$ cat config.mk
export PLATFORM = sky130hd
export DESIGN_NAME = uef_top
export DESIGN_NICKNAME = d
export VERILOG_FILES = /design/src/include/uef_pkg.sv /design/src/design/uef_top.sv
export SDC_FILE = /design/constraint.sdc
export NUM_CORES = 1
export LEC_CHECK = 0
export BUFFER_PORTS_ARGS = -buffer_cell sky130_fd_sc_hd__buf_2
export CORE_MARGIN = 5
export CORE_UTILIZATION = 53
export CTS_BUF_LIST = sky130_fd_sc_hd__clkbuf_4 sky130_fd_sc_hd__clkbuf_8
export DETAILED_ROUTE_END_ITERATION = 12
export GPL_TIMING_DRIVEN = 0
export MAX_ROUTING_LAYER = met4
export PLACE_DENSITY = 0.95
export SLEW_MARGIN = 20
export SYNTH_ARGS = -nofsm -noshare
export SYNTH_HDL_FRONTEND = slang
export SYNTH_SLANG_ARGS = --single-unit
$ cat constraint.sdc
create_clock -name clk_sys -period 3.9 [get_ports clk_sys]
set_input_delay 1.17 -clock clk_sys [delete_from_list [all_inputs] [get_ports clk_sys]]
set_output_delay 1.17 -clock clk_sys [all_outputs]
set_load 0.005 [all_outputs]
$ cat src/include/uef_pkg.sv
/*
 * Package for the USB error flag and descriptor base block: register
 * indices, flag bit positions, reset values, timing counts and carriers.
 * Assumes a single 20 MHz system clock and a plain register port.
 */
package uef_pkg;

    // ------------------------------------------------------------------
    // Register map
    // ------------------------------------------------------------------
    localparam logic [7:0] ADDR_ERROR_FLAGS   = 8'h00;
    localparam logic [7:0] ADDR_ERROR_MASK    = 8'h04;
    localparam logic [7:0] ADDR_BASE_MID      = 8'h08;
    localparam logic [7:0] ADDR_BASE_TOP      = 8'h0C;
    localparam logic [7:0] ADDR_BT_LIMIT      = 8'h10;

    // ------------------------------------------------------------------
    // Flag bit positions
    // ------------------------------------------------------------------
    localparam int BIT_STUFF     = 7;
    localparam int BIT_BUS_MATRIX = 6;
    localparam int BIT_DMA       = 5;
    localparam int BIT_TURNAROUND = 4;
    localparam int BIT_FIELD_SIZE = 3;
    localparam int BIT_DATA_CRC  = 2;
    localparam int BIT_SOF_LATE  = 1;
    localparam int FLAG_W        = 8;

    // ------------------------------------------------------------------
    // Reset values and layout
    // ------------------------------------------------------------------
    localparam logic [7:0] RST_FLAGS    = 8'h00;
    localparam logic [7:0] RST_MASK     = 8'h00;
    localparam logic [7:0] RST_BASE_MID = 8'h00;
    localparam logic [7:0] RST_BASE_TOP = 8'h00;
    localparam logic [15:0] BASE_LOW_ZERO = 16'h0000;
    localparam int          BASE_ALIGN_BITS = 9;

    // ------------------------------------------------------------------
    // Timing
    // ------------------------------------------------------------------
    localparam int TURNAROUND_BIT_TIMES = 16;
    localparam logic [7:0] RST_BIT_TICKS = 8'h01;

    // ------------------------------------------------------------------
    // Carriers
    // ------------------------------------------------------------------
    typedef struct packed {
        logic stuff_err;
        logic addr_err;
        logic dma_late;
        logic dma_trunc;
        logic field_frac;
        logic crc16_bad;
        logic sof_zero;
        logic busy;
    } uef_events_t;

    typedef struct packed {
        logic       wr;
        logic       rd;
        logic [7:0] addr;
        logic [31:0] wdata;
    } uef_bus_req_t;

endpackage : uef_pkg

$ cat src/design/uef_top.sv
/*
 * USB error flag register, descriptor table base registers and the bus
 * turnaround timer. Assumes the packet engine reports events as one-cycle
 * pulses synchronous to clk_sys and a bit-time enable pulse.
 */
// The placing of the registers and the strobed register port were left to the implementer.
// Summary of operation
// - Bit stuffing error on a received packet sets flag bit 7.
// - Invalid table base or buffer address sets flag bit 6.
// - A DMA error during packet transfer sets flag bit 5.
// - DMA error is a late bus grant or a truncated received packet.
// - A missing response within the turnaround window sets flag bit 4.
// - Timeout fires after more than sixteen idle bit times since EOP.
// - A data field of fractional byte length sets flag bit 3.
// - A data packet with bad CRC16 is rejected and sets bit 2.
// - Busy transfer when the frame counter reaches zero sets a flag.
// - Hardware sets flags; software clears one by writing a one.
// - Error flag bits 31 to 8 always read as zero.
// - An 8-bit register supplies table base address bits 23 to 16.
// - A second 8-bit register supplies table base bits 31 to 24.
// - Table base is 512-byte aligned; hardware holds its low 16 bits at zero.
`timescale 1ns/1ps

module uef_top (
    // Clock and reset
    input  wire logic                 clk_sys,
    input  wire logic                 arst_n,
    // Register port
    input  wire uef_pkg::uef_bus_req_t bus_req,
    output logic [31:0]               rd_data,
    // Packet engine events
    input  wire uef_pkg::uef_events_t ev,
    input  wire logic                 bit_tick,
    input  wire logic                 eop_seen,
    input  wire logic                 resp_wait,
    input  wire logic                 resp_start,
    // Outputs to the engine and DMA
    output logic [31:0]               table_base,
    output logic                      packet_reject,
    output logic                      irq
);

    // ------------------------------------------------------------------
    // State
    // ------------------------------------------------------------------
    logic [7:0]  flags;
    logic [7:0]  mask;
    logic [7:0]  base_mid;
    logic [7:0]  base_top;
    logic [4:0]  idle_bits;
    logic        waiting;
    logic        bt_fire;
    logic [7:0]  set_vec;
    logic [7:0]  clr_vec;
    logic [7:0]  next_flags;
    logic        wr_flags;

    // ------------------------------------------------------------------
    // Event mapping
    // ------------------------------------------------------------------
    always_comb begin
        set_vec = '0;
        set_vec[uef_pkg::BIT_STUFF] = ev.stuff_err;
        set_vec[uef_pkg::BIT_BUS_MATRIX] = ev.addr_err;
        set_vec[uef_pkg::BIT_DMA] = ev.dma_late | ev.dma_trunc;
        set_vec[uef_pkg::BIT_TURNAROUND] = bt_fire;
        set_vec[uef_pkg::BIT_FIELD_SIZE] = ev.field_frac;
        set_vec[uef_pkg::BIT_DATA_CRC] = ev.crc16_bad;
        set_vec[uef_pkg::BIT_SOF_LATE] = ev.sof_zero & ev.busy;
    end

    // ------------------------------------------------------------------
    // Turnaround timer
    // ------------------------------------------------------------------
    // Counts idle bit times after an end of packet while a reply is due.
    // more than sixteen bit times
    always_ff @(posedge clk_sys or negedge arst_n) begin
        if (!arst_n) begin
            idle_bits <= '0;
            waiting   <= 1'b0;
            bt_fire   <= 1'b0;
        end else begin
            bt_fire <= 1'b0;
            if (eop_seen && resp_wait) begin
                idle_bits <= '0;
                waiting   <= 1'b1;
            end else if (resp_start || !resp_wait) begin
                waiting <= 1'b0;
            end else if (waiting && bit_tick) begin
                if (idle_bits == 5'(uef_pkg::TURNAROUND_BIT_TIMES)) begin
                    bt_fire <= 1'b1;
                    waiting <= 1'b0;
                end else begin
                    idle_bits <= idle_bits + 5'd1;
                end
            end
        end
    end

    // ------------------------------------------------------------------
    // Error flags
    // ------------------------------------------------------------------
    assign wr_flags = bus_req.wr && bus_req.addr == uef_pkg::ADDR_ERROR_FLAGS;
    // write one to clear, zero keeps
    assign clr_vec = wr_flags ? bus_req.wdata[7:0] : 8'h00;
    // A set in the same cycle as its clear wins, so no event is lost.
    assign next_flags = (flags & ~clr_vec) | set_vec;

    always_ff @(posedge clk_sys or negedge arst_n) begin
        if (!arst_n) begin
            flags <= uef_pkg::RST_FLAGS;
        end else begin
            flags <= next_flags;
        end
    end

    // ------------------------------------------------------------------
    // Control registers
    // ------------------------------------------------------------------
    always_ff @(posedge clk_sys or negedge arst_n) begin
        if (!arst_n) begin
            mask     <= uef_pkg::RST_MASK;
            base_mid <= uef_pkg::RST_BASE_MID;
            base_top <= uef_pkg::RST_BASE_TOP;
        end else if (bus_req.wr) begin
            unique case (bus_req.addr)
                uef_pkg::ADDR_ERROR_MASK: begin
                    mask <= bus_req.wdata[7:0];
                end
                uef_pkg::ADDR_BASE_MID: begin
                    base_mid <= bus_req.wdata[7:0];
                end
                uef_pkg::ADDR_BASE_TOP: begin
                    base_top <= bus_req.wdata[7:0];
                end
                default: begin
                end
            endcase
        end
    end

    // ------------------------------------------------------------------
    // Outputs
    // ------------------------------------------------------------------
    // Only the top two bytes are held here; the low half is zero, which
    // keeps the base on the alignment boundary whatever software writes.
    always_ff @(posedge clk_sys or negedge arst_n) begin
        if (!arst_n) begin
            table_base    <= '0;
            packet_reject <= 1'b0;
            irq           <= 1'b0;
        end else begin
            table_base    <= {base_top, base_mid, uef_pkg::BASE_LOW_ZERO};
            packet_reject <= ev.crc16_bad | ev.stuff_err;
            irq           <= |(next_flags & mask);
        end
    end

    // ------------------------------------------------------------------
    // Read port
    // ------------------------------------------------------------------
    always_ff @(posedge clk_sys or negedge arst_n) begin
        if (!arst_n) begin
            rd_data <= '0;
        end else if (bus_req.rd) begin
            unique case (bus_req.addr)
                uef_pkg::ADDR_ERROR_FLAGS: rd_data <= {24'h00_0000, flags};
                uef_pkg::ADDR_ERROR_MASK:  rd_data <= {24'h00_0000, mask};
                uef_pkg::ADDR_BASE_MID:    rd_data <= {24'h00_0000, base_mid};
                uef_pkg::ADDR_BASE_TOP:    rd_data <= {24'h00_0000, base_top};
                default:                   rd_data <= '0;
            endcase
        end else begin
            rd_data <= '0;
        end
    end

endmodule : uef_top

; After elaboration in Yosys (flattened, before gate mapping)
; Cells that the tools add are included.
[word_totals]
output_inout_bits = 66
in_bits = 56
word_cells = 55
register_bits = 89
[classes]
eq_ne = 6
reduce_logical = 15
addsub = 1
bitwise = 7
n_mux = 15
[ops]
columns = cell, count
row1 = 2-to-1 mux 32 bit, 1
row2 = case mux 8 bit (4 select lines), 1
row3 = 2-to-1 mux 5 bit, 4
row4 = AND 8 bit, 2
row5 = equality test 8 x 4 -> 1 bit (second input constant), 2
row6 = equality test 8 x 3 -> 1 bit (second input constant), 1
row7 = logical NOT 8 bit, 1
row8 = 2-to-1 mux 1 bit, 8
row9 = 2-to-1 mux 8 bit, 1
row10 = inverter 8 bit, 1
row11 = bitwise OR 8 bit, 1
row12 = AND reduction 2 bit, 4
row13 = OR reduction 8 bit, 1
row14 = nonzero test 3 bit, 2
row15 = adder 5 x 1 -> 5 bit (second input constant), 1
row16 = equality test 5 bit (second input constant), 1
row17 = != test 2 bit (second input constant), 2
row18 = logical AND 1 bit, 3
row19 = AND reduction 3 bit, 1
row20 = bitwise OR 1 bit, 2
row21 = nonzero test 2 bit, 1
row22 = AND 1 bit, 1
row23 = logical NOT 1 bit, 1
row24 = logical OR 1 bit, 1

; Longest topological paths before layout
[depth]
depth_word = 8
ltp_mapped = 7
depth_no_buf = 7

; Worst setup path after synthesis
; Ideal clock, no wire load.
[synth_path]
path_kind = input -> register
start = in bus_req[33] (netlist bit)
end = reg base_top[2]
slack_ns = 1.480
n_path_buf = 0
required_ns = 3.772
setup_ns = 0.128
cell_stages = 4
arrival_time_ns = 2.292
cell_sequence = nor4_4 and2_4 nand3_2 mux2_1
[synth_via]
elab_chain_len = 2
[synth_lines]
columns = element, line_no
row1 = start: declaration, uef_top.sv:29  ; input wire uef_pkg::uef_bus_req_t bus_req,
row2 = equality test 8 x 4 -> 1 bit, uef_top.sv:126  ; unique case (bus_req.addr)
row3 = AND reduction 2 bit (no source line), -
row4 = end signal: assignment, uef_top.sv:124  ; base_top <= uef_pkg::RST_BASE_TOP;
row5 = end signal: assignment, uef_top.sv:134  ; base_top <= bus_req.wdata[7:0];
row6 = end: declaration, uef_top.sv:49  ; logic [7:0] base_top;
; No other way between the ends.
; A chain may end at the register's enable or synchronous reset.

; Worst setup path after layout
[layout_path]
start = in bus_req[33] (netlist bit)
end = reg irq
[layout_via]
elab_chain_len = 8
[layout_lines]
columns = element, line_no
row1 = logical NOT 8 bit, uef_top.sv:103  ; assign wr_flags = bus_req.wr && bus_req.addr == uef_pkg::ADDR_ERROR_FLAGS;
row2 = logical AND 1 bit, uef_top.sv:103
row3 = 2-to-1 mux 8 bit, uef_top.sv:105  ; assign clr_vec = wr_flags ? bus_req.wdata[7:0] : 8'h00;
row4 = inverter 8 bit, uef_top.sv:107  ; assign next_flags = (flags & ~clr_vec) | set_vec;
row5 = AND 8 bit, uef_top.sv:107
row6 = bitwise OR 8 bit, uef_top.sv:107
row7 = named net next_flags[5], uef_top.sv:55  ; logic [7:0] next_flags;
row8 = AND 8 bit, uef_top.sv:155  ; irq <= |(next_flags & mask);
row9 = OR reduction 8 bit, uef_top.sv:155
row10 = end signal: assignment, uef_top.sv:155
row11 = end: declaration, uef_top.sv:40  ; output logic irq
; The timed path passes the listed nets, and every way through them passes these cells.

==> results.cfg <==
[cells_and_area]
final_cell_mix = dfrtp_1, buf_2, buf_4
final_area_mm2 = 0.00365
nets = 385
area_growth_pct = 24.7
drive_gt1_share_pct = 46.8
final_common_cell = dfrtp_1
utilization_pct = 67.1
num_antenna_cells = 0
fill_cells = 397

[global_routing]
grt_pass1_vias = 2037
antenna_found_initial = 0
grt_max_degree = 66
overflow = 0
grt_pass1_wl_um = 9960
grt_use_total_pct = 18.6

[yosys]
async_reset_ff_share_pct = 100
syn_area_mm2 = 0.00293
avgSynthCellArea_um2 = 13.3
ys_types = 41
ys.flop_type = dfrtp_1
ys_warn_count = 0
syn_inst = 220
yosys_register_bits = 65
synth_edf_count = 0
ys_seq_area_share_pct = 55.6

[drt]
dr.pass1.iters = 4
postRouteAntennaNets = 0
drc = 0
drtIter0Drc = 93
via_count = 1912
viasPerCell = 4.74
wl_per_cell_um = 14.7
drt_wl_total_um = 5930

[cts]
cts_tree = yes
cts_buffer_depth = 2
cts_resized = 0
clk_pin_slew_ps = 70
clock-sinks = 65
cts_buffers = 9
hold_buffers = 0
clk_latency_ps = 330
post_cts_buffers = 0
cts.htree.levels = 3
cts_root_buf = clkbuf_8

[run]
maxCapViolCount = 0

[die]
num_rows = 27
chipWidth_um = 84.3
core-area_mm2 = 0.00544
initial_core_util_pct = 53.8
fp.dieH_um = 84.3
ioPinCount = 122
dieArea_mm2 = 0.00711

[min_path]
hold_class = reg2reg
hold_path_startpoint = base_mid[3]
min_path_cells = 0
min_to = table_base[19]

[sta]
finalMaxSlewViolations = 0
post-route-period-util_pct = 66.0
min_period_ps = 2570
fin_skew_ps = 6.70
rsz0062_at_grt = no
slew_headroom_pct = 48.1
worst_slew_pin_slew_ps = 778
finalHoldViolations = 0
setup_viol = 0
tns_ps = 0
fmax_mhz = 389

[critical_path]
r2r_start = idle_bits[0]
critPathLaunch = bus_req[33]
crit_required_ps = 4080
startpoint_type = input port
worst_ep_arrival_time_ps = 2750
critPathBufInv = 1
r2r.worst_path.cells = 7
cp-end-kind = flip-flop
crit_path_max_fanout = 8
regToRegSetupSlack_ps = 2150
cp_top_family = compound AO/OA/AOI/OAI gates
crit_slowest_cell = nor4_4
max_stage_delay_ps = 470
criticalPathCategory = in2reg
rr_endpoint = idle_bits[4]
cp_cell_sequence = buf_2 -> nor4_4 -> nand4_1 -> a211o_1 -> a22oi_1 -> o2111ai_1

[pwr]
leakage_nw = 1.97
irDropWorstVdd_mv = 0.268
total_power_mw = 1.42
powerDensity_mw_per_mm2 = 390

[place]
placed_cell_area_mm2 = 0.00345
dp.final_hpwl_um = 4410
place.gp.congestion = 0.838
port_buffers = 57

[run_status]
status = finished clean
[registers in the layout, indices dropped and copies added (netlist names), 5 cells and up]
signal	flops
base_mid	8
base_top	8
flags	8
idle_bits	5
mask	8
rd_data	8
table_base	16
[per-stage QoR]
stage | hold slack [ps] | worst slack [ps] | std cells
after detailed placement | 378 | 985 | 388
final | 391 | 1330 | 403
after floorplan | 364 | 1480 | 259
after global placement | 379 | 1090 | 388
after global routing | 416 | 1250 | 403
after CTS | 393 | 1340 | 403
[report_power, final]
| group | switching, mW | internal, mW | total [mW] |
|---|---|---|---|
| logic | 0.0677 | 0.0746 | 0.142 |
| clock network | 0.236 | 0.332 | 0.568 |
| registers | 0.0132 | 0.699 | 0.712 |
[per-layer routing]
layer | vias to the layer above | track usage, % | share of wire [%]
met5 | - | - | 0
met4 | 0 | 8.33 | 1.5
met3 | 11 | 4.51 | 7.3
met2 | 79 | 29.1 | 51
met1 | 921 | 22.8 | 40
li1 | 901 | - | -
[cell usage after synthesis, drive strengths merged (3+ instances only)]
cell | instances | area, um^2
mux4 | 8 | 180
dfrtp | 65 | 1630
mux2 | 24 | 270
xor2 | 3 | 26.3
nand3 | 3 | 20.0
a21oi | 7 | 35.0
a21o | 4 | 30.0
nor3 | 3 | 20.0
nand4 | 5 | 31.3
buf | 43 | 314
inv | 8 | 30.0
nor2b | 9 | 56.3
nand2 | 10 | 37.5
[cell type report]
type                            count  area (um^2)  share of cell area [%]
Sequential cell                    65         1630                    44.6
Multi-Input combinational cell    143         1100                    30.2
Buffer                             43          314                    8.60
Timing Repair Buffer               57          288                    7.88
Clock buffer                       12          159                    4.35
Tap cell                           72         90.1                    2.47
Clock inverter                      3         40.0                    1.10
Inverter                            8         30.0                   0.823
[cell families after synthesis]
kind of cell	Yosys count	share of synthesized area (%)
XOR/XNOR	4	1.20
AND/OR/NAND/NOR	43	10.0
multiplexers	33	15.7
flip-flops	65	55.6
adder cells (fa/ha/maj)	2	0.855
buffers and inverters	51	11.8
AO/OA/AOI/OAI	21	4.75
other	1	0.128
[worst reg2reg max path, cell delays in order, from the launching register on]
cell and delay [ps]:
dfrtp_1 410, inv_1 60, ha_1 210, nor4bb_1 160
nor3_2 370, nand4_1 190, xor2_1 170, a21oi_1 110
[worst max-delay path by stage]
stage / end / slack, ps / cells after the start
final: irq / 1330 / 6
after global routing: irq / 1250 / 6
after CTS: irq / 1340 / 6
after detailed placement: irq / 980 / 6
after global placement: irq / 1090 / 6
after floorplan: base_top[2] / 1480 / 4
Power figures use the tool's default switching activity.
